`src/chan_irq_pkg.sv`:
```
// Constants and types for the channel interrupt aggregator
// Notes on behaviour
// Register 0xE0 is read/write and its bits 5..0 hold the master enables of channels 11..6.
// A channel whose master enable is clear never drives the interrupt pin active.
// A channel with its master enable set and an enabled source event drives the pin active.
// Software must also set the source-level enables; the master enable alone raises nothing.
// Register 0x61 is read-only and its bits 5..0 report the pending state of channels 5..0.
// Register 0xE1 is read-only and its bits 5..0 report the pending state of channels 11..6.
// A pending bit reads 0 with nothing awaiting service and 1 with at least one event waiting.
// A pending bit stays set until the channel's source status register 0xn2 is read.
// Service software reads the source status register 0xn2 of the flagged channel next.
// Register 0x60 is read/write and its bits 5..0 hold the master enables of channels 5..0.
// The interrupt pin is active while any channel is both pending and enabled, else inactive.
package chan_irq_pkg;
  localparam int          NUM_CHAN      = 12;
  localparam int          HALF_CHAN     = 6;
  localparam logic [7:0]  ADDR_EN_LOW   = 8'h60;
  localparam logic [7:0]  ADDR_PEND_LOW = 8'h61;
  localparam logic [7:0]  ADDR_EN_HIGH  = 8'hE0;
  localparam logic [7:0]  ADDR_PEND_HIGH = 8'hE1;
  localparam logic [3:0]  SRC_STAT_LOW_NIBBLE = 4'h2;
  localparam logic [11:0] EN_RESET      = 12'h000;
  localparam logic [11:0] PEND_RESET    = 12'h000;
  localparam logic [7:0]  RDATA_RESET   = 8'h00;
  localparam logic [1:0]  RESERVED_BITS = 2'h0;
  localparam logic        INT_N_RESET   = 1'b1;

  // One host register access, sampled on sys_clk
  typedef struct packed {
    logic       wr;
    logic       rd;
    logic [7:0] addr;
    logic [7:0] wdata;
  } host_req_t;
endpackage

```
`src/chan_irq_agg.sv`:
```
// Channel-level interrupt enable, pending and pin logic
`timescale 1ns/100ps
module chan_irq_agg
  import chan_irq_pkg::*;
(
  input  wire logic            sys_clk,    // 40 MHz clock
  input  wire logic            rst,        // Synchronous reset, high
  input  wire host_req_t       host_req,   // Register access strobe, address, data
  input  wire logic [11:0]     src_event,  // Per-channel enabled source event pulse
  output logic      [7:0]      rdata_q,    // Read data, one cycle after rd
  output logic                 int_n_q     // Interrupt pin, active low
);

  logic [11:0] en_q;
  logic [11:0] en_d;
  logic [11:0] pend_q;
  logic [11:0] pend_d;
  logic [11:0] clr_vec;
  logic [11:0] keep_vec;
  logic [11:0] active_vec;
  logic [7:0]  rdata_d;
  logic        wr_en_low;
  logic        wr_en_high;
  logic        sel_en_low;
  logic        sel_en_high;
  logic        sel_pend_low;
  logic        sel_pend_high;
  logic        reg_hit;
  logic        int_n_d;

  // Decode of host writes
  assign wr_en_low  = host_req.wr && (host_req.addr == ADDR_EN_LOW);
  assign wr_en_high = host_req.wr && (host_req.addr == ADDR_EN_HIGH);
  assign en_d[5:0]  = wr_en_low  ? host_req.wdata[5:0] : en_q[5:0];
  assign en_d[11:6] = wr_en_high ? host_req.wdata[5:0] : en_q[11:6];

  // A read of channel n source status at 0xn2 releases its pending bit
  genvar c;
  generate
    for (c = 0; c < NUM_CHAN; c++)
    begin : g_clr
      assign clr_vec[c] = host_req.rd
                          && (host_req.addr == {4'(c), SRC_STAT_LOW_NIBBLE});
    end
  endgenerate

  // New event wins over a clear in the same cycle so no event is lost
  assign keep_vec   = pend_q & ~clr_vec;
  assign pend_d     = keep_vec | src_event;
  assign active_vec = pend_q & en_q;

  // Address selects shared by the read mux and the checks below
  assign sel_en_low    = (host_req.addr == ADDR_EN_LOW);
  assign sel_en_high   = (host_req.addr == ADDR_EN_HIGH);
  assign sel_pend_low  = (host_req.addr == ADDR_PEND_LOW);
  assign sel_pend_high = (host_req.addr == ADDR_PEND_HIGH);
  assign reg_hit       = sel_en_low | sel_en_high | sel_pend_low | sel_pend_high;
  assign int_n_d       = ~(|active_vec);

  // Read mux; unmapped addresses read zero, the 0xn2 status lives elsewhere
  assign rdata_d =
      sel_en_low    ? {RESERVED_BITS, en_q[5:0]}    :
      sel_en_high   ? {RESERVED_BITS, en_q[11:6]}   :
      sel_pend_low  ? {RESERVED_BITS, pend_q[5:0]}  :
      sel_pend_high ? {RESERVED_BITS, pend_q[11:6]} :
      RDATA_RESET;

  always_ff @(posedge sys_clk)
  begin
    if (rst)
    begin
      en_q <= EN_RESET;
    end
    else
    begin
      en_q <= en_d;
    end
  end

  always_ff @(posedge sys_clk)
  begin
    if (rst)
    begin
      pend_q <= PEND_RESET;
    end
    else
    begin
      pend_q <= pend_d;
    end
  end

  // Read data holds between reads so a slow host may sample late
  always_ff @(posedge sys_clk)
  begin
    if (rst)
    begin
      rdata_q <= RDATA_RESET;
    end
    else
    begin
      rdata_q <= host_req.rd ? rdata_d : rdata_q;
    end
  end

  always_ff @(posedge sys_clk)
  begin
    if (rst)
    begin
      int_n_q <= INT_N_RESET;
    end
    else
    begin
      int_n_q <= int_n_d;
    end
  end

  a_enable_high_write: assert property (@(posedge sys_clk) disable iff (rst)
    wr_en_high |=> en_q[11:6] == $past(host_req.wdata[5:0]))
    else $error("high master enable not written");

  a_enable_low_write: assert property (@(posedge sys_clk) disable iff (rst)
    wr_en_low |=> en_q[5:0] == $past(host_req.wdata[5:0]))
    else $error("low master enable not written");

  a_masked_no_int: assert property (@(posedge sys_clk) disable iff (rst)
    ((pend_q & en_q) == 12'h000) |=> int_n_q)
    else $error("interrupt driven with no enabled pending channel");

  a_enabled_event_int: assert property (@(posedge sys_clk) disable iff (rst)
    (|(src_event & en_q) && !wr_en_low && !wr_en_high) |-> ##2 !int_n_q)
    else $error("enabled event did not reach the pin");

  a_pend_low_read: assert property (@(posedge sys_clk) disable iff (rst)
    (host_req.rd && host_req.addr == ADDR_PEND_LOW)
    |=> rdata_q == {2'h0, $past(pend_q[5:0])})
    else $error("low pending read wrong");

  a_pend_high_read: assert property (@(posedge sys_clk) disable iff (rst)
    (host_req.rd && host_req.addr == ADDR_PEND_HIGH)
    |=> rdata_q == {2'h0, $past(pend_q[11:6])})
    else $error("high pending read wrong");

  a_pend_set: assert property (@(posedge sys_clk) disable iff (rst)
    (|src_event) |=> (pend_q & $past(src_event)) == $past(src_event))
    else $error("event did not set pending bit");

  a_pend_hold: assert property (@(posedge sys_clk) disable iff (rst)
    (|keep_vec) |=> (pend_q & $past(keep_vec)) == $past(keep_vec))
    else $error("pending bit lost without source status read");

  a_int_follows_pend: assert property (@(posedge sys_clk) disable iff (rst)
    (|(pend_q & en_q)) |=> !int_n_q)
    else $error("pin inactive while enabled channel pending");

  a_enable_low_read: assert property (@(posedge sys_clk) disable iff (rst)
    (host_req.rd && sel_en_low) |=> rdata_q == {2'h0, $past(en_q[5:0])})
    else $error("low master enable read wrong");

  a_enable_high_read: assert property (@(posedge sys_clk) disable iff (rst)
    (host_req.rd && sel_en_high) |=> rdata_q == {2'h0, $past(en_q[11:6])})
    else $error("high master enable read wrong");

  a_unmapped_read: assert property (@(posedge sys_clk) disable iff (rst)
    (host_req.rd && !reg_hit) |=> rdata_q == 8'h00)
    else $error("unmapped read not zero");

  a_rdata_hold: assert property (@(posedge sys_clk) disable iff (rst)
    !host_req.rd |=> rdata_q == $past(rdata_q))
    else $error("read data changed without a read");

  a_reserved_zero: assert property (@(posedge sys_clk) disable iff (rst)
    rdata_q[7:6] == 2'h0)
    else $error("reserved read bits not zero");

  a_pend_no_spurious: assert property (@(posedge sys_clk) disable iff (rst)
    1'b1 |=> (pend_q & ~$past(pend_q) & ~$past(src_event)) == 12'h000)
    else $error("pending bit set without an event");

  a_enable_high_keep: assert property (@(posedge sys_clk) disable iff (rst)
    !wr_en_high |=> en_q[11:6] == $past(en_q[11:6]))
    else $error("high master enable changed without write");

  a_enable_low_keep: assert property (@(posedge sys_clk) disable iff (rst)
    !wr_en_low |=> en_q[5:0] == $past(en_q[5:0]))
    else $error("low master enable changed without write");

  // Reset is checked with no disable so the idle state itself is covered
  a_reset_state: assert property (@(posedge sys_clk)
    rst |=> (en_q == 12'h000 && pend_q == 12'h000 && int_n_q))
    else $error("state not idle after reset");

  // Per-channel view of release and pin drive
  generate
    for (c = 0; c < NUM_CHAN; c++)
    begin : g_chan_chk
      a_chan_clear: assert property (@(posedge sys_clk) disable iff (rst)
        (clr_vec[c] && !src_event[c]) |=> !pend_q[c])
        else $error("pending bit not released by source status read");

      a_chan_drive: assert property (@(posedge sys_clk) disable iff (rst)
        (pend_q[c] && en_q[c]) |=> !int_n_q)
        else $error("enabled pending channel left pin inactive");
    end
  endgenerate

endmodule

```
`config.mk`:
```
export PLATFORM = sky130hd
export DESIGN_NAME = chan_irq_agg
export DESIGN_NICKNAME = d
export VERILOG_FILES = /design/src/chan_irq_pkg.sv /design/src/chan_irq_agg.sv
export SDC_FILE = /design/constraint.sdc
export NUM_CORES = 1
export LEC_CHECK = 0
export BUFFER_PORTS_ARGS = -buffer_cell sky130_fd_sc_hd__buf_2
export CAP_MARGIN = 5
export CORE_ASPECT_RATIO = 2
export CORE_UTILIZATION = 51
export DETAILED_ROUTE_END_ITERATION = 7
export PLACE_DENSITY = 0.77
export SETUP_SLACK_MARGIN = 0.15
export SLEW_MARGIN = 40
export SYNTH_ARGS = -nofsm -noshare
export SYNTH_HDL_FRONTEND = slang
export SYNTH_SLANG_ARGS = --single-unit
```
`constraint.sdc`:
```
create_clock -name sys_clk -period 1.7 [get_ports sys_clk]
set_input_delay 0.255 -clock sys_clk [delete_from_list [all_inputs] [get_ports sys_clk]]
set_output_delay 0.255 -clock sys_clk [all_outputs]
set_load 0.01 [all_outputs]
```
==> Word-level counts from Yosys, hierarchy flattened <==
Index checks and enable logic that the tools add are counted.
{ "classes": {"eq_ne": 16, "muxes": 4, "bitwise": 5, "n_reduce_logical": 15} }
{ "op_table": {"columns": ["cell", "n"], "rows": [
  ["$eq 8x7->1 const B", 6],
  ["$eq 8x8->1 const B", 6],
  ["$and 12x12->12", 2],
  ["$mux 6", 4],
  ["$eq 8x6->1 const B", 2],
  ["$logic_and 1x1->1", 14],
  ["$not 12->12", 1],
  ["$or 12x12->12", 1],
  ["$reduce_or 12->1", 1],
  ["$eq 8x2->1 const B", 1],
  ["$eq 8x5->1 const B", 1],
  ["$not 1->1", 1]
]} }
{ "totals": {"ff_bits": 33, "in_bits": 32, "wordCells": 45} }

==> Longest topological paths before layout <==
Gate-level depths: netlist (run 1).
{ "depth": {"depth_word": 5, "depth_mapped": 6, "mapped_depth_nobuf": 4} }

==> Least setup slack after synthesis (run 1) <==
Ideal clock, no wire load.
{ "synth_path": {"path_kind": "input-to-reg", "startpoint": "input port host_req[11] in the netlist's numbering", "endpoint": "register en_q[11]", "setup_ns": 0.128, "arrival_ns": 1.435, "required_time_ns": 1.572, "setup_slack_ns": 0.138, "cell_stages": 4, "path_cell_list": "or4b_4 nor3_4 mux2i_1 nor2_1"} }
{ "synth_via": {"elab_chain_cells": 2} }
{ "synth_lines": {"columns": ["item", "line_no", "source"], "rows": [
  ["from (decl)", "chan_irq_agg.sv:8", "input wire host_req_t host_req,"],
  ["$eq 8x8->1", "chan_irq_agg.sv:33", "assign wr_en_high = host_req.wr && (host_req.addr == ADDR_EN_HIGH);"],
  ["$logic_and 1x1->1", "chan_irq_agg.sv:33", null],
  ["to (signal assigned)", "chan_irq_agg.sv:76", "en_q <= en_d;"],
  ["to (decl)", "chan_irq_agg.sv:14", "logic [11:0] en_q;"]
]} }
Every way passes these cells.
A chain may end at the register's enable or synchronous reset.

==> Final worst setup path (run 1) <==
{ "layout_path": {"startpoint": "input port host_req[11] in the netlist's numbering", "endpoint": "register en_q[4]"} }
{ "layout_via": {"elab_chain_cells": 2} }
{ "layout_lines": {"columns": ["item", "line_no", "source"], "rows": [
  ["$eq 8x7->1", "chan_irq_agg.sv:32", "assign wr_en_low = host_req.wr && (host_req.addr == ADDR_EN_LOW);"],
  ["$logic_and 1x1->1", "chan_irq_agg.sv:32", null]
]} }
Every way passes these cells.

==> results.txt, run 1 <==
status = finished clean
# DRC = 0
post-DP HPWL = 2830 um
power consumption = 1.48 mW
vias = 1403
Switching Share = 23.7%
first-pass GRT wire length = 6010 um
RSZ-0062 raised after global routing = false
Final Hold Viols = 0
Net Sw Power = 0.351 mW
die height = 78.1 um
Sink Count = 31
HP Class = input pin to register
Initial Util = 54.0%
hold buffer count at cts = 0
I/O pins = 41
Worst Tran Pin Value = 0.540 ns
Final period util = 84.9%
maximum VDD drop = 598 uV
DRT antenna net count = 0
Num CTS Buffers = 5
area delta synth->final = 22.4%
Non-Filler Instances = 238
CTS tree = built
synth cell count leaders = 31 x dfxtp_1, 21 x a21oi_1, 18 x mux2i_1, 16 x nor2_1, 15 x nor3_1
die width = 40.0 um
worst skew pair latency = 0.28 ns
Core Footprint = 2740 um2
Critical Path Start Type = input pin
count of state elements after synthesis = 31
MaxCap Viol Count = 0
PortBufs = 36
syn_area_per_cell = 8.74 um2
Post-CTS Resized = 0
Cell variety after synth = 28
Finished Core Util = 66.0%
asr flop ratio synth = 0%
Crit path required time = 1.85 ns
Fillers = 238
Top FF cell, synth = dfxtp_1
CP arrival = 1.59 ns
initial DRC count = 58
Placer Congestion = 0.924
post-synthesis sequential area ratio = 42.0%
total length of routed wires = 3700 um
Cell Area, Synth = 1480 um2
Setup Buffers After CTS = 0
Vias/cell = 5.89
Avg WL per Cell = 15.6 um
Synth Instances = 169
Synth area leaders = dfxtp_1 42%, mux2i_1 12%, a21oi_1 7.1%
largest net degree at the start of global routing = 32
Internal Pwr Total = 1.13 mW
top cell type's share of synthesized area = 42.0%
final net count = 241
clock power share = 38.3%
Ant. Diodes = 0
Lkg Pwr = 0.756 nW
gr usage total = 27.8%
worst-case clock buffer depth = 2
crit path capture type = register
f_max = 0.693 GHz
most common cell in the netlist = dfxtp_1
row count = 27
placed insts = 231
post-synth top area cell = dfxtp_1
crit path kind = input pin to register
H-tree levels = 2
max_slew headroom = 64.0%
min Tclk post-route = 1.44 ns
setup TNS = 0 ns
vias in the first global route = 1356
number of synthesized flops with an enable pin = 0
clock-pin slew on the worst setup and hold paths = 0.06 ns
layout cells sized above 1 = 26.8%
Sequential Power Share = 51.7%
Logic pwr share = 10.0%
pwr/cell area = 820 nW/um2
CP max FO = 6
Synth warnings = 0
Root Driver = clkbuf_8
Congestion Overflow GR = 0
first-pass iteration count of the detailed router = 4
fin. max-slew vios = 0
initial antenna violation count = 0
Post-Route Skew = 0.00460 ns
die area = 3130 um2
final number of setup-violating endpoints = 0
kinds of logic (layout without fill, tap and decap cells):
group                  count (synthesis)  after routing  synth area share [%]
multiplexers                          18             18                  12.2
AND/OR/NAND/NOR                       63             63                  25.7
AO/OA/AOI/OAI                         37             37                  14.3
buffers and inverters                 19             58                  5.51
other                                  1              2                 0.254
flip-flops                            31             31                  42.0
routing by layer:
metal	vias up	GRT usage, %	routed length, um
met1	643	27.4	1260
met4	0	18.3	179
met5	-	0	0
met2	64	45.3	2020
li1	680	-	-
met3	16	8.76	235
worst paths after layout:
kind	from	endpoint	slack [ns]	cells past startpoint
max	host_req[11]	en_q[4]$_SDFFE_PP0P_	0.26	6
min	src_event[6]	pend_q[6]$_SDFF_PP0_	0.20	3
max reg2reg	en_q[10]$_SDFFE_PP0P_	int_n_q$_SDFF_PP1_	0.61	3
min reg2reg	pend_q[6]$_SDFF_PP0_	pend_q[6]$_SDFF_PP0_	0.51	2
power by group through the flow:
stage / clock network (mW) / registers (mW) / logic, mW
final: 0.568 / 0.766 / 0.147
after floorplan: 0 / 0.775 / 0.0854
after global placement: 0 / 0.780 / 0.140
after CTS: 0.577 / 0.765 / 0.146
after detailed placement: 0 / 0.781 / 0.145
after global routing: 0.609 / 0.769 / 0.162
registers in the layout (all words and copies together) (netlist names):
name,flops
en_q,12
int_n_q,1
rdata_q,6
pend_q,12
metrics by stage:
step | worst slack [ns] | hold slack, ns | cell area (um2)
2_1_floorplan | 0.156 | 0.354 | 1480
3_3_place_gp | 0.0380 | 0.484 | 1720
3_5_place_dp | -0.0111 | 0.495 | 1720
4_1_cts | 0.260 | 0.194 | 1810
5_1_grt | 0.207 | 0.199 | 1810
6_report | 0.256 | 0.201 | 1810
critical path, cell delays in order:
cell	delay, ns
buf_2	0.11
or4b_4	0.57
nor3_4	0.22
buf_12	0.16
mux2i_1	0.20
nor2_1	0.06
layout make-up:
class	count	area, um2	share of cell area (%)
multi-input cells	120	778	43.1
flip-flops and latches	31	621	34.3
repair buffers	42	250	13.9
clock buffers	6	82.6	4.57
well taps	29	36.3	2.01
inverters	9	33.8	1.87
clock inverters	1	5.00	0.277
layout by cell type (no fill, tap or decap):
cell type,netlist,routed
nor2b_1,7,7
dfxtp_1,31,31
or3b_2,1,1
nor3_4,2,2
buf_4,2,4
or4b_4,1,1
nor3b_1,6,6
nor2_1,16,16
a21oi_1,21,21
buf_12,0,2
nand3_1,2,2
a31o_2,1,1
nor4_1,3,3
conb_1,1,2
a221oi_1,3,3
clkinv_2,0,1
mux2i_1,18,18
and3_1,1,1
and4bb_2,1,1
clkbuf_8,0,6
nand2b_1,3,3
inv_1,9,9
or2_2,1,1
buf_2,2,36
nand2_1,1,1
o21ai_0,9,9
nand3b_1,2,2
a22o_1,3,3
nor4b_1,1,1
nor3_1,15,15
Note: power is estimated with default switching activity, not from simulation.
==> inputs of run 2 (changes only) <==
==> constraint.sdc (replaced) <==
create_clock -name sys_clk -period 1.5 [get_ports sys_clk]
set_input_delay 0.225 -clock sys_clk [delete_from_list [all_inputs] [get_ports sys_clk]]
set_output_delay 0.225 -clock sys_clk [all_outputs]
set_load 0.01 [all_outputs]
==> results.txt, run 2 (synthesis gave the netlist of run 1 again) <==
first-pass iteration count of the detailed router = 4 (unchanged)
CP arrival = 1.51 ns (-0.08 ns)
die width = 40.0 um (unchanged)
worst skew pair latency = 0.29 ns (about the same)
max_slew headroom = 64.7% (+0.68 points)
DRT antenna net count = 0 (unchanged)
Avg WL per Cell = 15.9 um (+2.4%)
power consumption = 1.84 mW (+24%)
initial antenna violation count = 0 (unchanged)
pwr/cell area = 984 nW/um2 (+20%)
multi-input logic area = 785 um2 (+0.80%)
Regs by FF count = en_q (12), pend_q (12), rdata_q (6)
Sequential Power Share = 47.2% (-4.5 points)
MaxCap Viol Count = 0 (unchanged)
# DRC = 0 (unchanged)
Post-Route Skew = 0.00631 ns (+0.00171 ns)
largest net degree at the start of global routing = 32 (unchanged)
Fillers = 228 (-4.2%)
row count = 27 (unchanged)
Placer Congestion = 0.847 (-8.3%)
most frequent cells in the layout = 34 x buf_2, 31 x dfxtp_1, 21 x a21oi_1
worst-case clock buffer depth = 2 (unchanged)
Ant. Diodes = 0 (unchanged)
Switching Share = 22.8% (-0.82 points)
area delta synth->final = 26.7%
Lkg Pwr = 0.784 nW (+3.7%)
Vias/cell = 5.78 (-1.9%)
vias in the first global route = 1369 (+0.96%)
commonest non-fill, non-tap cell in the layout = buf_2
final net count = 245 (+1.7%)
vias = 1399 (-0.29%)
H-tree levels = 2 (unchanged)
HP Class = input pin to register
Congestion Overflow GR = 0 (unchanged)
status = finished clean
Sink Count = 31 (unchanged)
crit path capture type = register
die area = 3130 um2 (unchanged)
Worst Tran Pin Value = 0.530 ns (-0.0102 ns)
f_max = 0.736 GHz
layout cells sized above 1 = 28.2% (+1.4 points)
Initial Util = 54.0% (unchanged)
Num CTS Buffers = 5 (unchanged)
CTS tree = built
clock-pin slew on the worst setup and hold paths = 0.06 ns (about the same)
Net Sw Power = 0.420 mW (+20%)
Final period util = 90.6%
Finished Core Util = 68.4% (+2.3 points)
maximum VDD drop = 841 uV (+41%)
Crit path required time = 1.65 ns (-0.20 ns)
gr usage total = 27.9% (+0.16 points)
Non-Filler Instances = 242 (+1.7%)
sequential cell area = 621 um2 (unchanged)
die height = 78.1 um (unchanged)
placed insts = 234 (+1.3%)
Logic pwr share = 10.0% (about the same)
CP max FO = 6 (unchanged)
Root Driver = clkbuf_8
I/O pins = 41 (unchanged)
RSZ-0062 raised after global routing = true
PortBufs = 36 (unchanged)
Core Footprint = 2740 um2 (unchanged)
total length of routed wires = 3850 um (+4.1%)
final number of setup-violating endpoints = 0 (unchanged)
hold buffer count at cts = 0 (unchanged)
first-pass GRT wire length = 5940 um (-1.1%)
clock power share = 42.8% (+4.5 points)
fin. max-slew vios = 0 (unchanged)
Internal Pwr Total = 1.42 mW (+26%)
Final Hold Viols = 0 (unchanged)
initial DRC count = 39 (-33%)
post-DP HPWL = 2970 um (+4.9%)
Critical Path Start Type = input pin
min Tclk post-route = 1.36 ns
crit path kind = input pin to register
run 2: cell type report:
type | instances | share of cell area (%)
clock buffer | 6 | 3.88
clock inverter | 1 | 1.61
inverter | 9 | 1.81
multi-input combinational | 120 | 41.9
sequential | 31 | 33.2
tap | 29 | 1.94
timing repair buffer | 46 | 15.7
run 2: per-stage QoR:
step	TNS (ns)	cell area, um2	hold slack, ns	worst slack (ns)
finish	0	1870	0.168	0.141
global route	0	1870	0.172	0.0910
CTS	0	1860	0.167	0.124
detailed placement	-2.40	1740	0.466	-0.183
global placement	-1.67	1740	0.459	-0.130
floorplan	-0.155	1480	0.324	-0.0130
run 2: routing by layer:
layer	part of all wire (%)	GRT usage, %	vias up
li1	-	-	682
met2	59	50.3	48
met3	4.1	7.63	13
met4	2.8	14.1	0
met1	34	25.2	656
met5	0	0	-
run 2: final timing paths:
| check | start | to | slack, ns | depth (start not counted) |
|---|---|---|---|---|
| worst max-delay path | host_req[9] | en_q[7]$_SDFFE_PP0P_ | 0.14 | 6 |
| worst max register to register | pend_q[7]$_SDFF_PP0_ | int_n_q$_SDFF_PP1_ | 0.45 | 3 |
| worst min register to register | pend_q[1]$_SDFF_PP0_ | pend_q[1]$_SDFF_PP0_ | 0.51 | 2 |
| worst min-delay path | src_event[6] | pend_q[6]$_SDFF_PP0_ | 0.17 | 3 |
run 2: power groups by stage:
stage / clock (mW) / combinational, mW / sequential, mW
5_1_grt: 0.828 / 0.201 / 0.870
3_5_place_dp: 0 / 0.174 / 0.886
6_report: 0.788 / 0.183 / 0.869
4_1_cts: 0.790 / 0.181 / 0.868
3_3_place_gp: 0 / 0.165 / 0.884
2_1_floorplan: 0 / 0.0977 / 0.878
run 2: worst max-delay path: stages:
cell	delay [ns]
buf_6	0.09
or4b_4	0.57
nor3_4	0.21
buf_12	0.15
mux2i_1	0.19
nor2_1	0.06
run 2: repair_timing:
item / in CTS / in global routing
setup buffers: 1 / 0
endpoints found under the setup margin: 12 / 15
pin swaps: 3 / 2
resized for setup: 2 / 2
gates cloned: 0 / 0
==> inputs of run 3 (changes only) <==
==> constraint.sdc (replaced) <==
create_clock -name sys_clk -period 1.5 [get_ports sys_clk]
set_input_delay 0.225 -clock sys_clk [delete_from_list [all_inputs] [get_ports sys_clk]]
set_output_delay 0.225 -clock sys_clk [all_outputs]
set_load 0.1 [all_outputs]
==> results.txt, run 3 (synthesis gave the netlist of run 1 again) <==
setup TNS = 0 ns (unchanged)
worst hold slack = 0.174 ns (+0.00623 ns)
first-pass GRT wire length = 6490 um (+9.2%)
placed cell area = 1750 um2 (+0.43%)
commonest non-fill, non-tap cell in the layout = buf_2
max_slew headroom = 64.8% (+0.13 points)
first-pass iteration count of the detailed router = 4 (unchanged)
crit path capture type = register
Root Driver = clkbuf_8
final number of setup-violating endpoints = 0 (unchanged)
worst setup path startpoint = host_req[9]
Levels on crit path = 6 (unchanged)
final instance area = 1880 um2 (+0.40%)
PortBufs = 36 (unchanged)
initial antenna violation count = 0 (unchanged)
Avg WL per Cell = 17.0 um (+6.5%)
row count = 27 (unchanged)
Initial Util = 54.0% (unchanged)
area delta synth->final = 27.2%
Lkg Pwr = 0.787 nW (+0.41%)
initial DRC count = 44 (+13%)
H-tree levels = 2 (unchanged)
worst-case clock buffer depth = 2 (unchanged)
min Tclk post-route = 1.37 ns (+0.00861 ns)
most frequent cells in the layout = 34 x buf_2, 25 x dfxtp_1, 21 x a21oi_1
Largest stage delay, worst path = 0.57 ns (about the same)
HP Class = input pin to register
Reg2Reg Depth = 4 (+1)
CP bufs+invs = 2 (unchanged)
reg-to-reg endpoint = rdata_q[4]$_SDFFE_PP0P_
Final period util = 91.2% (+0.57 points)
Crit path required time = 1.65 ns (about the same)
f_max = 0.731 GHz (-0.63%)
critical path, cell by cell = buf_6 > or4b_4 > nor3_4 > buf_12 > mux2i_1 > nor2_1
Num CTS Buffers = 5 (unchanged)
power consumption = 1.85 mW (+0.39%)
largest net degree at the start of global routing = 32 (unchanged)
worst skew pair latency = 0.28 ns (about the same)
Ant. Diodes = 0 (unchanged)
# DRC = 0 (unchanged)
Fillers = 236 (+3.5%)
vias = 1454 (+3.9%)
R2R setup slack = 0.34 ns (-0.11 ns)
slowest CP cell = or4b_4
DRT antenna net count = 0 (unchanged)
post-DP HPWL = 3040 um (+2.3%)
Sink Count = 31 (unchanged)
status = finished clean
Regs by FF count = en_q (12), pend_q (12), rdata_q (6)
CP arrival = 1.51 ns (about the same)
Post-Route Skew = 0.00493 ns (-0.00138 ns)
crit path capture = en_q[7]$_SDFFE_PP0P_
maximum VDD drop = 854 uV (+1.5%)
final net count = 245 (unchanged)
hold depth = 3 (unchanged)
RSZ-0062 raised after global routing = true
Final Hold Viols = 0 (unchanged)
Placement Setup Slack = -0.189 ns (-0.00644 ns)
CP max FO = 6 (unchanged)
gr usage total = 29.9% (+2.0 points)
CTS tree = built
Congestion Overflow GR = 0 (unchanged)
Worst Tran Pin Value = 0.528 ns (-0.00192 ns)
Critical Path Start Type = input pin
die area = 3130 um2 (unchanged)
delay-heaviest family, CP = simple AND/OR/NAND/NOR gates
total length of routed wires = 4100 um (+6.5%)
I/O pins = 41 (unchanged)
MaxCap Viol Count = 0 (unchanged)
die height = 78.1 um (unchanged)
layout cells sized above 1 = 31.0% (+2.8 points)
pwr/cell area = 984 nW/um2 (about the same)
clock-pin slew on the worst setup and hold paths = 0.06 ns (about the same)
fin. max-slew vios = 0 (unchanged)
Vias/cell = 6.01 (+3.9%)
R2R Path Start = pend_q[4]$_SDFF_PP0_
crit path kind = input pin to register
die width = 40.0 um (unchanged)
Core Footprint = 2740 um2 (unchanged)
setup ws final = 0.132 ns (-0.00861 ns)
vias in the first global route = 1420 (+3.7%)
Placer Congestion = 0.849 (+0.17%)
[run 3: worst min-delay path by stage]
stage	startpoint	endpoint	slack (ns)
2_1_floorplan	rst	int_n_q$_SDFF_PP1_	0.32
3_3_place_gp	src_event[6]	pend_q[6]$_SDFF_PP0_	0.46
3_5_place_dp	src_event[2]	pend_q[2]$_SDFF_PP0_	0.47
4_1_cts	src_event[2]	pend_q[2]$_SDFF_PP0_	0.17
5_1_grt	src_event[2]	pend_q[2]$_SDFF_PP0_	0.17
6_report	src_event[2]	pend_q[2]$_SDFF_PP0_	0.17
[run 3: routing by layer]
layer	part of all wire (%)	track usage (%)	wire [um]	vias up
li1	-	-	-	685
met1	35	31.5	1420	688
met2	56	48.1	2280	62
met3	4.5	8.76	186	19
met4	5.3	18.3	218	0
met5	0	0	0	-
[run 3: final cells by class]
cell class / count / area (um2) / share of cell area (%)
clock buffer: 6 / 72.6 / 3.86
clock inverter: 1 / 30.0 / 1.60
inverter: 9 / 33.8 / 1.80
multi-input combinational: 120 / 785 / 41.8
sequential: 31 / 628 / 33.4
tap: 29 / 36.3 / 1.93
timing repair buffer: 46 / 293 / 15.6
[run 3: where the power goes]
part | internal (mW) | switching, mW
registers | 0.848 | 0.0226
logic | 0.0862 | 0.122
clock network | 0.486 | 0.283
total | 1.42 | 0.428
[run 3: worst reg2reg max path: stages (launching register included)]
cell and delay [ns]:
dfxtp_1 0.37, mux2i_1 0.10, a21oi_1 0.18, a21oi_1 0.10, nor3_1 0.30
[run 3: timing repair]
item                                    CTS  global route
gates resized for setup                   2             1
setup buffers                             1             0
hold buffers                              0             0
endpoints found under the setup margin   11            13
pin swaps                                 3             2
[run 3: per-stage QoR]
stage	std cells	util (%)
after floorplan	170	-
after detailed placement	234	63.9
final	242	68.6
after CTS	242	68.4
after global routing	242	68.6
after global placement	234	63.9
